### config.mk
export PLATFORM = sky130hd
export DESIGN_NAME = tem_top
export DESIGN_NICKNAME = d
export VERILOG_FILES = /design/src/hdl/tem_pkg.sv /design/src/hdl/tem_peak_if.sv /design/src/hdl/tem_peak_hold.sv /design/src/hdl/tem_top.sv
export VERILOG_INCLUDE_DIRS = /design/src /design/src/hdl
export SDC_FILE = /design/constraint.sdc
export NUM_CORES = 1
export LEC_CHECK = 0
export BUFFER_PORTS_ARGS = -buffer_cell sky130_fd_sc_hd__buf_2
export CORE_MARGIN = 5
export CORE_UTILIZATION = 45
export CTS_CLUSTER_SIZE = 20
export DETAILED_ROUTE_END_ITERATION = 8
export PLACE_DENSITY = 0.71
export SLEW_MARGIN = 10
export SYNTH_ARGS = -nofsm -noshare
export SYNTH_HDL_FRONTEND = slang
export SYNTH_SLANG_ARGS = --single-unit
### constraint.sdc
create_clock -name clk_i -period 10.09 [get_ports clk_i]
set_input_delay 2.5225 -clock clk_i [delete_from_list [all_inputs] [get_ports clk_i]]
set_output_delay 2.5225 -clock clk_i [all_outputs]
set_load 0.1 [all_outputs]
### src/hdl/tem_consts.svh
// Offsets, reset values, ranges and timing counts of the tracking error monitor
// How it works
// Evaluate tracking error every 1 ms tick
// Compare offset minus feedforward speed part
// Over limit: stop movement, flag configurable class
// Peak error held unsigned, full 32 bits
// Any write to peak register clears it
// Current deviation readable as signed 32 bits
// Current deviation is raw setpoint minus actual
// Limit writable, range 1 to 2000000, default 10000
// Amplifier overload peak over last 10 s; the code keeps values up to two 10 s windows old
// Motor overload peak over last 10 s; the code keeps values up to two 10 s windows old
// Operator sets limit near five times minimum
// Peak replaced when current magnitude is larger
`ifndef TEM_CONSTS_SVH
`define TEM_CONSTS_SVH

// Register addresses on the parameter port
`define TEM_ADDR_PEAK_ERR   16'h111E
`define TEM_ADDR_LIMIT      16'h121C
`define TEM_ADDR_AMP_PEAK   16'h1C30
`define TEM_ADDR_MOT_NOW    16'h1C32
`define TEM_ADDR_MOT_LOAD   16'h1C34
`define TEM_ADDR_MOT_PEAK   16'h1C36
`define TEM_ADDR_DEVIATION  16'h1E24

// Limit range and reset value
`define TEM_LIMIT_MIN       32'h0000_0001
`define TEM_LIMIT_DEFAULT   32'h0000_2710
`define TEM_LIMIT_MAX       32'h001E_8480

// Timing
`define TEM_CLK_PERIOD_NS   5
`define TEM_TICK_NS         1000000
`define TEM_TICK_CYCLES     (`TEM_TICK_NS / `TEM_CLK_PERIOD_NS)
`define TEM_WINDOW_MS       10000
`define TEM_TICK_MS         1
`define TEM_WINDOW_TICKS    (`TEM_WINDOW_MS / `TEM_TICK_MS)

`endif

### src/hdl/tem_pkg.sv
// Types and shared arithmetic of the tracking error monitor
package tem_pkg;

	typedef logic signed [31:0] tem_pos_t;
	typedef logic        [31:0] tem_word_t;
	typedef logic signed [15:0] tem_pct_t;
	typedef logic        [2:0]  tem_class_t;

	// Magnitude of a signed position, most negative value maps to 2^31
	function automatic tem_word_t tem_abs(input tem_pos_t v);
		tem_abs = v[31] ? tem_word_t'(-v) : tem_word_t'(v);
	endfunction

	// Signed maximum of two percentages
	function automatic tem_pct_t tem_max(input tem_pct_t a, input tem_pct_t b);
		tem_max = (a > b) ? a : b;
	endfunction

endpackage

### src/hdl/tem_peak_if.sv
// Carrier between the monitor core and a windowed peak detector
`timescale 1ns/1ps
interface tem_peak_if;
	logic              tick;
	tem_pkg::tem_pct_t sample;
	tem_pkg::tem_pct_t peak;

	modport core (output tick, output sample, input peak);
	modport det  (input tick, input sample, output peak);
endinterface

### src/hdl/tem_peak_hold.sv
// Sliding peak of an overload percentage over a window of ticks
`timescale 1ns/1ps
`include "tem_consts.svh"
module tem_peak_hold #(
	parameter int WINDOW_TICKS = `TEM_WINDOW_TICKS
) (
	// Clock and reset
	input  wire logic clk_i,
	input  wire logic resetn_i,
	// Sample and result
	tem_peak_if.det   pk
);

	localparam int CW = $clog2(WINDOW_TICKS + 1);

	logic [CW-1:0]     win_cnt_q;
	tem_pkg::tem_pct_t cur_max_q;
	tem_pkg::tem_pct_t prev_max_q;
	tem_pkg::tem_pct_t peak_q;

	// Window position in ticks
	always_ff @(posedge clk_i) begin
		if (!resetn_i) begin
			win_cnt_q <= '0;
		end else if (pk.tick) begin
			if (win_cnt_q == CW'(WINDOW_TICKS - 1)) begin
				win_cnt_q <= '0;
			end else begin
				win_cnt_q <= win_cnt_q + CW'(1);
			end
		end
	end

	// Last full window and the running one; result is max of the two, so it never
	// forgets a value younger than one window, at most two windows old
	always_ff @(posedge clk_i) begin
		if (!resetn_i) begin
			cur_max_q  <= 16'sh0000;
			prev_max_q <= 16'sh0000;
		end else if (pk.tick) begin
			if (win_cnt_q == CW'(WINDOW_TICKS - 1)) begin
				prev_max_q <= tem_pkg::tem_max(cur_max_q, pk.sample);
				cur_max_q  <= pk.sample;
			end else begin
				cur_max_q  <= tem_pkg::tem_max(cur_max_q, pk.sample);
			end
		end
	end

	// Registered result
	always_ff @(posedge clk_i) begin
		if (!resetn_i) begin
			peak_q <= 16'sh0000;
		end else begin
			peak_q <= tem_pkg::tem_max(cur_max_q, prev_max_q);
		end
	end

	assign pk.peak = peak_q;

endmodule

### src/hdl/tem_top.sv
// Tracking error supervision with peak, deviation and overload registers
`timescale 1ns/1ps
`include "tem_consts.svh"
module tem_top #(
	parameter int TICK_CYCLES  = `TEM_TICK_CYCLES,
	parameter int WINDOW_TICKS = `TEM_WINDOW_TICKS
) (
	// Clock and reset
	input  wire logic               clk_i,
	input  wire logic               resetn_i,
	// Position loop values, same clock domain
	input  wire tem_pkg::tem_pos_t  setpoint_pos_i,
	input  wire tem_pkg::tem_pos_t  actual_pos_i,
	input  wire tem_pkg::tem_pos_t  speed_ff_offset_i,
	// Overload percentages from the load model
	input  wire tem_pkg::tem_pct_t  amp_overload_now_i,
	input  wire tem_pkg::tem_pct_t  motor_overload_now_i,
	input  wire tem_pkg::tem_pct_t  motor_load_factor_i,
	// Fault configuration and acknowledge
	input  wire tem_pkg::tem_class_t error_class_i,
	input  wire logic               fault_clear_i,
	// Parameter access port
	input  wire logic [15:0]        par_addr_i,
	input  wire logic               par_rd_i,
	input  wire logic               par_wr_i,
	input  wire tem_pkg::tem_word_t par_wdata_i,
	output tem_pkg::tem_word_t       par_rdata_o,
	output logic                    par_ack_o,
	output logic                    par_err_o,
	// Fault outputs
	output logic                    stop_move_o,
	output logic                    track_err_o,
	output tem_pkg::tem_class_t      track_err_class_o,
	output logic                    tick_o
);

	localparam int TW = $clog2(TICK_CYCLES + 1);

	// Zero fill of a 16-bit register into the read word; the upper half stays
	// zero so the master sees the raw pattern and does its own sign handling
	function automatic tem_pkg::tem_word_t zext16(input tem_pkg::tem_pct_t v);
		zext16 = {16'h0000, v};
	endfunction

	// Datapath and register state
	logic [TW-1:0]        tick_cnt_q;
	logic                 tick_q;
	tem_pkg::tem_pos_t    dev_raw;
	tem_pkg::tem_pos_t    track_err;
	tem_pkg::tem_word_t   track_mag;
	tem_pkg::tem_pos_t    deviation_q;
	tem_pkg::tem_word_t   peak_err_q;
	tem_pkg::tem_word_t   limit_q;
	tem_pkg::tem_pct_t    motor_now_q;
	tem_pkg::tem_pct_t    motor_load_q;
	// Fault latch and write decode
	logic                 stop_q;
	logic                 err_q;
	tem_pkg::tem_class_t  class_q;
	logic                 wr_peak;
	logic                 wr_limit;
	logic                 limit_ok;

	// Carriers to the two peak detectors
	tem_peak_if amp_pk ();
	tem_peak_if mot_pk ();

	// Monitoring tick, one pulse per interval; the count restarts at reset
	// release, so the first evaluation lands TICK_CYCLES edges later
	always_ff @(posedge clk_i) begin
		if (!resetn_i) begin
			tick_cnt_q <= '0;
			tick_q     <= 1'b0;
		end else if (tick_cnt_q == TW'(TICK_CYCLES - 1)) begin
			tick_cnt_q <= '0;
			tick_q     <= 1'b1;
		end else begin
			tick_cnt_q <= tick_cnt_q + TW'(1);
			tick_q     <= 1'b0;
		end
	end

	// Raw deviation, and the torque relevant part with feedforward removed
	// Combinational, so the tick samples the positions of its own cycle
	// Magnitude is unsigned, so the most negative error still compares
	assign dev_raw   = setpoint_pos_i - actual_pos_i;
	assign track_err = dev_raw - speed_ff_offset_i;
	assign track_mag = tem_pkg::tem_abs(track_err);

	// Live deviation kept every clock so reads are never stale
	// One cycle behind the position inputs, which a master cannot resolve
	// Feedforward is not removed here, unlike the monitored error
	always_ff @(posedge clk_i) begin
		if (!resetn_i) begin
			deviation_q <= 32'sh0000_0000;
		end else begin
			deviation_q <= dev_raw;
		end
	end

	// Register strobes
	// Decoded from the live request; a write wins over a read in one cycle
	assign wr_peak  = par_wr_i && (par_addr_i == `TEM_ADDR_PEAK_ERR);
	assign wr_limit = par_wr_i && (par_addr_i == `TEM_ADDR_LIMIT);
	assign limit_ok = (par_wdata_i >= `TEM_LIMIT_MIN) && (par_wdata_i <= `TEM_LIMIT_MAX);

	// Peak error; an update in the clearing cycle survives the clear
	// A tick in the write cycle restarts the peak from the current magnitude
	// Compare is unsigned on the magnitude, so a negative error counts too
	always_ff @(posedge clk_i) begin
		if (!resetn_i) begin
			peak_err_q <= 32'h0000_0000;
		end else if (wr_peak) begin
			peak_err_q <= tick_q ? track_mag : 32'h0000_0000;
		end else if (tick_q && (track_mag > peak_err_q)) begin
			peak_err_q <= track_mag;
		end
	end

	// Limit; out of range writes are refused and keep the old value
	// Only the range is enforced; the margin above normal error is the user's
	// Refused data leaves the old limit in place and raises the error flag
	always_ff @(posedge clk_i) begin
		if (!resetn_i) begin
			limit_q <= `TEM_LIMIT_DEFAULT;
		end else if (wr_limit && limit_ok) begin
			limit_q <= par_wdata_i;
		end
	end

	// Fault latch; stays until acknowledged, a new violation wins
	// Set beats clear, so an acknowledge cannot hide a fault found that tick
	// The class is kept after a clear so the last cause can still be read
	always_ff @(posedge clk_i) begin
		if (!resetn_i) begin
			stop_q  <= 1'b0;
			err_q   <= 1'b0;
			class_q <= 3'h0;
		end else if (tick_q && (track_mag > limit_q)) begin
			stop_q  <= 1'b1;
			err_q   <= 1'b1;
			class_q <= error_class_i;
		end else if (fault_clear_i) begin
			stop_q  <= 1'b0;
			err_q   <= 1'b0;
		end
	end

	// Motor values latched so reads are glitch free
	// These pass through untouched; the load model owns their scaling
	always_ff @(posedge clk_i) begin
		if (!resetn_i) begin
			motor_now_q  <= 16'sh0000;
			motor_load_q <= 16'sh0000;
		end else begin
			motor_now_q  <= motor_overload_now_i;
			motor_load_q <= motor_load_factor_i;
		end
	end

	// Windowed peaks for amplifier and motor
	// Both share the monitor tick, so their windows stay aligned
	assign amp_pk.tick   = tick_q;
	assign amp_pk.sample = amp_overload_now_i;
	assign mot_pk.tick   = tick_q;
	assign mot_pk.sample = motor_overload_now_i;

	// Amplifier overload peak
	tem_peak_hold #(
		.WINDOW_TICKS (WINDOW_TICKS)
	) u_amp_peak (
		.clk_i    (clk_i),
		.resetn_i (resetn_i),
		.pk       (amp_pk)
	);

	// Motor overload peak
	tem_peak_hold #(
		.WINDOW_TICKS (WINDOW_TICKS)
	) u_mot_peak (
		.clk_i    (clk_i),
		.resetn_i (resetn_i),
		.pk       (mot_pk)
	);

	// Read and write answers, one cycle after the strobe
	// No wait states: every strobe is answered, refused ones by the error flag
	always_ff @(posedge clk_i) begin
		if (!resetn_i) begin
			par_rdata_o <= 32'h0000_0000;
			par_ack_o   <= 1'b0;
			par_err_o   <= 1'b0;
		end else begin
			// Idle defaults; ack, error and data each stand one cycle
			par_ack_o   <= par_rd_i || par_wr_i;
			par_err_o   <= 1'b0;
			par_rdata_o <= 32'h0000_0000;
			if (par_wr_i) begin
				// Only peak and limit take writes
				par_err_o <= !(wr_peak || (wr_limit && limit_ok));
			end else if (par_rd_i) begin
				// Unmapped reads answer zero data with the error flag
				unique case (par_addr_i)
					`TEM_ADDR_PEAK_ERR:  par_rdata_o <= peak_err_q;
					`TEM_ADDR_LIMIT:     par_rdata_o <= limit_q;
					`TEM_ADDR_AMP_PEAK:  par_rdata_o <= zext16(amp_pk.peak);
					`TEM_ADDR_MOT_NOW:   par_rdata_o <= zext16(motor_now_q);
					`TEM_ADDR_MOT_LOAD:  par_rdata_o <= zext16(motor_load_q);
					`TEM_ADDR_MOT_PEAK:  par_rdata_o <= zext16(mot_pk.peak);
					`TEM_ADDR_DEVIATION: par_rdata_o <= deviation_q;
					default:             par_err_o   <= 1'b1;
				endcase
			end
		end
	end

	// Fault outputs straight from flops
	// Plain wires from the state flops keep the outputs free of decode glitches
	assign stop_move_o       = stop_q;
	assign track_err_o       = err_q;
	assign track_err_class_o = class_q;
	assign tick_o            = tick_q;

endmodule

==> flow_summary.json, run 1 <==
{
  "critPathKind": "in -> reg",
  "area_growth_pct": 15.26,
  "numCtsBuffers": 35,
  "grt_max_degree": 87,
  "synth_nets": 2657,
  "h-tree-depth": 2,
  "max_stage_delay_ns": 0.51,
  "hold_buffers": 0,
  "floorplan.die_area_mm2": 0.04725,
  "drt_wl_total_um": 56690,
  "ys_seq_area_frac": 0.3196,
  "netlist_area_mm2": 0.01935,
  "powerDensity_mw_per_mm2": 197.4,
  "fin_crit_sh": 0.9507,
  "path_delay_family": "compound AO/OA/AOI/OAI gates",
  "design_area_mm2": 0.02231,
  "antenna_found_initial": 10,
  "highest_layer": "met5",
  "finalCriticalPeriod_ns": 9.592,
  "tritoncts": "done",
  "hold_viol": 0,
  "synthCells": 2261,
  "finalMaxSlewViolations": 0,
  "start_util": 0.4523,
  "ys_warn_count": 0,
  "die_x_um": 217.4,
  "clkTransAtPathRegs_ns": 0.06,
  "num-nets-final": 2870,
  "worstPathMaxFanout": 10,
  "drtIter0Drc": 1454,
  "dr_wl_met2_um": 26340,
  "outcome": "finished clean",
  "grt_overflow": 0,
  "slowest_stage": "xor3_2",
  "fin_worst_skew_ns": 0.02306,
  "avgRoutedWirePerCell_um": 18.59,
  "maxCapViolCount": 0,
  "worst_setup_path_end_kind": "flop",
  "clk_latency_ns": 0.54,
  "async_flop_share": 0,
  "ioPinCount": 240,
  "path_common_cell": "a21oi_1",
  "clock-root-buffer": "clkbuf_16",
  "final_cell_count_no_fill": 3050,
  "place_area_mm2": 0.02111,
  "core-area_mm2": 0.04279,
  "avgViaCountPerCell": 5.620,
  "wl_met1_um": 24080,
  "die_h_um": 217.4,
  "rsz0062_at_grt": "false",
  "required_ns": 10.51,
  "ir_drop_mv": 0.1132,
  "grt_pass1_vias": 16740,
  "drc_errors": 0,
  "clock-sinks": 309,
  "fmax_mhz": 104.2,
  "synth-edff-count": 0,
  "portBuffers": 239,
  "ys_ff_latch": 309,
  "met3_wirelength_um": 3895,
  "num_rows": 76,
  "grt_first_pass_wirelength_um": 88460,
  "numPlacedInstances": 2983,
  "num_vias": 17140,
  "start_kind": "input port",
  "p_leak_uw": 0.01028,
  "maxSlewHeadroom": 0.2268,
  "setup-tns-final_ns": 0,
  "critPathBufInv": 4,
  "hp-class": "reg -> reg",
  "firstDrtPassIters": 8,
  "dp_hpwl_um": 44260,
  "ys_types": 94,
  "ctsLongestPathBuffers": 3,
  "syn_avg_cell_area_um2": 8.559,
  "cp.arrival_ns": 10.02,
  "final_layout_size_suffix_gt1_frac": 0.1504,
  "detail-route-antenna-nets": 0,
  "finalWeightedCongestion": 0.9606,
  "worst_pin_slew_ns": 1.159,
  "grt_use_total": 0.2292,
  "setup_viol": 0,
  "synth_flop_cell": "dfxtp_1"
}
==> cell usage in the layout, fill, tap and decap left out, drive strengths merged, types with 41 or more instances in the layout <==
| cell type | n |
|---|---|
| xor2 | 49 |
| nor2 | 260 |
| xnor2 | 69 |
| mux2i | 124 |
| clkbuf | 46 |
| a21oi | 121 |
| dfxtp | 309 |
| buf | 270 |
| and2 | 78 |
| o21ai | 81 |
| a22o | 41 |
| nand2 | 112 |
| ha | 194 |
| inv | 208 |
| nand4 | 42 |
==> kinds of logic (layout without fill, tap and decap cells) <==
logic type                 after synthesis  count (layout)  share of synthesized area
and+or+nand+nor                        705             705                     0.1850
AOI/OAI and AO/OA                      494             494                     0.1793
DFF                                    309             309                     0.3196
buffers and inverters                  301             540                    0.06123
adders and majority gates              196             196                     0.1275
muxes                                  136             136                    0.07112
xor gates and xnor gates               120             120                    0.05625
other                                    0               4                          0
==> cells in the mapped netlist, types with 7 or more instances <==
master	n	area share
a21o_1	37	0.014
a31oi_1	13	0.0042
a21oi_1	119	0.031
xor2_1	49	0.022
nor4_1	15	0.0048
inv_1	207	0.040
or3_1	12	0.0039
and3_1	32	0.010
a22oi_1	17	0.0066
and4_1	8	0.0036
o21a_1	38	0.015
clkbuf_1	76	0.015
and2_1	76	0.025
nor3_1	22	0.0057
xnor2_1	68	0.031
nor2b_1	27	0.0087
ha_1	194	0.13
a222oi_1	32	0.017
a22o_1	41	0.019
nand3_1	36	0.0093
nand4_1	40	0.013
nand2_1	110	0.021
mux2_2	12	0.0070
dfxtp_1	309	0.32
a211oi_1	24	0.0093
nor2_1	260	0.050
nand2b_1	22	0.0071
buf_2	7	0.0018
mux2i_1	124	0.064
o21ai_0	80	0.021
o211ai_1	16	0.0062
==> worst min-delay path, delay by kind of cell, from the launching register on <==
| kind | cells | cell delay [ns] |
|---|---|---|
| flip-flops | 1 | 0.31 |
| AND/OR/NAND/NOR | 1 | 0.05 |
| multiplexers | 1 | 0.05 |
==> layout make-up <==
class                           instances  area [um2]
Clock buffer                           46       967.2
Fill cell                            4027       20480
Tap cell                              546       683.2
Timing Repair Buffer                  270        1441
Multi-Input combinational cell       1651       12030
Clock inverter                         17       215.2
Sequential cell                       309        6186
Antenna cell                            4       10.01
Inverter                              207       778.2
==> registers in the layout (all words and copies together), names as in the netlist, 18 cells and up <==
| signal | count |
|---|---|
| tick_cnt_q | 18 |
| limit_q | 32 |
| deviation_q | 32 |
| peak_err_q | 32 |
| par_rdata_o | 32 |
==> metrics by stage <==
| step | utilization | hold WS [ns] | power (uW) | setup WS [ns] |
|---|---|---|---|---|
| after floorplan | - | 0.4260 | 2601 | 0.8466 |
| after global placement | 0.4933 | 0.4395 | 3091 | 0.09116 |
| after detailed placement | 0.4933 | 0.4457 | 3100 | 0.05633 |
| after CTS | 0.5210 | 0.4558 | 4411 | 0.5461 |
| after global routing | 0.5213 | 0.4887 | 4694 | 0.01879 |
| final | 0.5213 | 0.4535 | 4404 | 0.4975 |
==> timing repair <==
action,in CTS,in global routing
endpoints found under the setup margin,0,25
setup buffers,0,0
resized for setup,0,2
==> worst paths after layout <==
| check | end | slack [ns] | start | cells after the start |
|---|---|---|---|---|
| hold / removal | track_err_class_o[1]$_SDFFE_PN0P_ | 0.45 | track_err_class_o[1]$_SDFFE_PN0P_ | 2 |
| hold reg to reg | track_err_class_o[1]$_SDFFE_PN0P_ | 0.45 | track_err_class_o[1]$_SDFFE_PN0P_ | 2 |
| setup reg to reg | u_mot_peak.cur_max_q[1]$_SDFFE_PN0P_ | 6.46 | u_mot_peak.cur_max_q[1]$_SDFFE_PN0P_ | 12 |
| setup / recovery | track_err_o$_SDFFE_PN0P_ | 0.50 | setpoint_pos_i[0] | 36 |
==> per-layer routing <==
layer | track usage | vias to the layer above
li1 | - | 8424
met4 | 0.08890 | 10
met3 | 0.04451 | 130
met5 | 0 | -
met2 | 0.3838 | 563
met1 | 0.2931 | 8014
==> report_power, final <==
part	switching, uW	leakage [uW]	total (uW)	internal [uW]
registers	18.3	0.00251	1260	1250
clock network	538	0.000569	1300	764
logic	1070	0.00721	1840	771
total	1620	0.0103	4400	2780
Note: power is estimated with default switching activity, not from simulation.
==> run 2: changes to the inputs <==
CORE_ASPECT_RATIO = 2   (was unset)
SLEW_MARGIN = unset   (was 10)
==> run 2 against run 1 <==
Compared with the run above: sequential share of layout area rose by 0.16 points; clock power fell by 14%; combinational power rose by 5%; sequential cell count did not move; via count rose by 1.5%; hold slack improved by 0.0038 ns; critical path depth fell by 1; core utilization barely moved; clock skew fell by 0.0066 ns; critical endpoint unchanged; highest routed layer is now met4.
==> flow_summary.json, run 2 (same netlist as run 1, synthesis figures left out) <==
{
  "start_util": 0.4546,
  "die_h_um": 303.3,
  "setup_viol": 0,
  "final_layout_size_suffix_gt1_frac": 0.1503,
  "firstDrtPassIters": 6,
  "grt_first_pass_wirelength_um": 95020,
  "num_vias": 17400,
  "worst_pin_slew_ns": 1.223,
  "p_leak_uw": 0.01025,
  "hold_viol": 0,
  "floorplan.die_area_mm2": 0.04750,
  "numCtsBuffers": 29,
  "grt_pass1_vias": 17910,
  "avgRoutedWirePerCell_um": 20.06,
  "fin_ws_ns": 0.4917,
  "required_ns": 10.54,
  "rsz0062_at_grt": "false",
  "powerDensity_mw_per_mm2": 194.5,
  "critPathKind": "in -> reg",
  "grt_overflow": 0,
  "max_stage_delay_ns": 0.50,
  "detail-route-antenna-nets": 0,
  "drt_wl_total_um": 61130,
  "final_cell_count_no_fill": 3047,
  "num-nets-final": 2875,
  "ctsLongestPathBuffers": 3,
  "finalWeightedCongestion": 0.9191,
  "cts_setup_buffers": 0,
  "cts.repair.resized": 0,
  "outcome": "finished clean",
  "ioPinCount": 240,
  "clkTransAtPathRegs_ns": 0.06,
  "area_growth_pct": 14.61,
  "fmax_mhz": 104.2,
  "portBuffers": 239,
  "maxCapViolCount": 0,
  "die_x_um": 156.6,
  "num_rows": 107,
  "drtIter0Drc": 971,
  "design_area_mm2": 0.02218,
  "cp.arrival_ns": 10.05,
  "hold_buffers": 0,
  "grt_max_degree": 88,
  "critPathBufInv": 4,
  "finalCriticalPeriod_ns": 9.598,
  "dp_hpwl_um": 48730,
  "final_common_cell": "dfxtp_1",
  "fin_crit_sh": 0.9513,
  "slowest_stage": "xnor3_1",
  "fin_worst_skew_ns": 0.01647,
  "avgViaCountPerCell": 5.711,
  "grt_use_total": 0.2504,
  "final_cell_mix": "309 x dfxtp_1, 260 x nor2_1, 239 x buf_2",
  "antenna_found_initial": 1,
  "post-place-ws_ns": -0.01265,
  "clock-sinks": 309,
  "worstPathMaxFanout": 7,
  "place_area_mm2": 0.02122,
  "h-tree-depth": 1,
  "core-area_mm2": 0.04257,
  "numPlacedInstances": 2993,
  "tritoncts": "done",
  "ir_drop_mv": 0.1644,
  "hp-class": "reg -> reg",
  "path_delay_family": "compound AO/OA/AOI/OAI gates",
  "p_total_uw": 4314,
  "drc_errors": 0,
  "path_common_cell": "o21a_1",
  "maxSlewHeadroom": 0.1848,
  "start_kind": "input port",
  "finalMaxSlewViolations": 0,
  "worst_setup_path_end_kind": "flop",
  "clock-root-buffer": "clkbuf_16",
  "clk_latency_ns": 0.57
}
-- run 2: routing by layer --
| metal | GRT usage | up-vias | part of all wire |
|---|---|---|---|
| li1 | - | 8449 | - |
| met1 | 0.2542 | 8229 | 0.36 |
| met2 | 0.4763 | 550 | 0.53 |
| met3 | 0.02775 | 173 | 0.045 |
| met4 | 0.1580 | 0 | 0.072 |
| met5 | 0 | - | 0 |
-- run 2: final timing paths --
kind,startpoint,end,slack [ns],cells past startpoint
worst max-delay path,setpoint_pos_i[0],track_err_o$_SDFFE_PN0P_,0.49,35
worst min register to register,track_err_class_o[0]$_SDFFE_PN0P_,track_err_class_o[0]$_SDFFE_PN0P_,0.46,2
worst max register to register,u_amp_peak.cur_max_q[1]$_SDFFE_PN0P_,u_amp_peak.prev_max_q[12]$_SDFFE_PN0P_,6.61,11
worst min-delay path,track_err_class_o[0]$_SDFFE_PN0P_,track_err_class_o[0]$_SDFFE_PN0P_,0.46,2
-- run 2: cell type report --
cell class | instances | area (um2)
Antenna cell | 1 | 2.502
Clock buffer | 39 | 803.3
Clock inverter | 14 | 155.1
Fill cell | 4053 | 20390
Inverter | 207 | 778.2
Multi-Input combinational cell | 1651 | 12020
Sequential cell | 309 | 6186
Tap cell | 545 | 681.9
Timing Repair Buffer | 281 | 1549
-- run 2: power by group --
group | switching [uW] | leakage [uW] | internal (uW)
combinational | 1140 | 0.00727 | 798
clock | 500 | 0.000470 | 618
sequential | 16.6 | 0.00251 | 1250
total | 1650 | 0.0102 | 2660
-- run 2: worst min-delay path: cells and delay by family (launching register included) --
| family | cells | cell delay (ns) |
|---|---|---|
| AND/OR/NAND/NOR | 1 | 0.05 |
| multiplexers | 1 | 0.05 |
| flip-flops | 1 | 0.31 |
-- run 2: per-stage QoR --
stage	util	TNS [ns]	hold WS (ns)
CTS	0.5209	0	0.4614
finish	0.5210	0	0.4573
global route	0.5209	0	0.4921
detailed placement	0.4984	-0.01565	0.4491
floorplan	-	0	0.4260
global placement	0.4984	0	0.4409
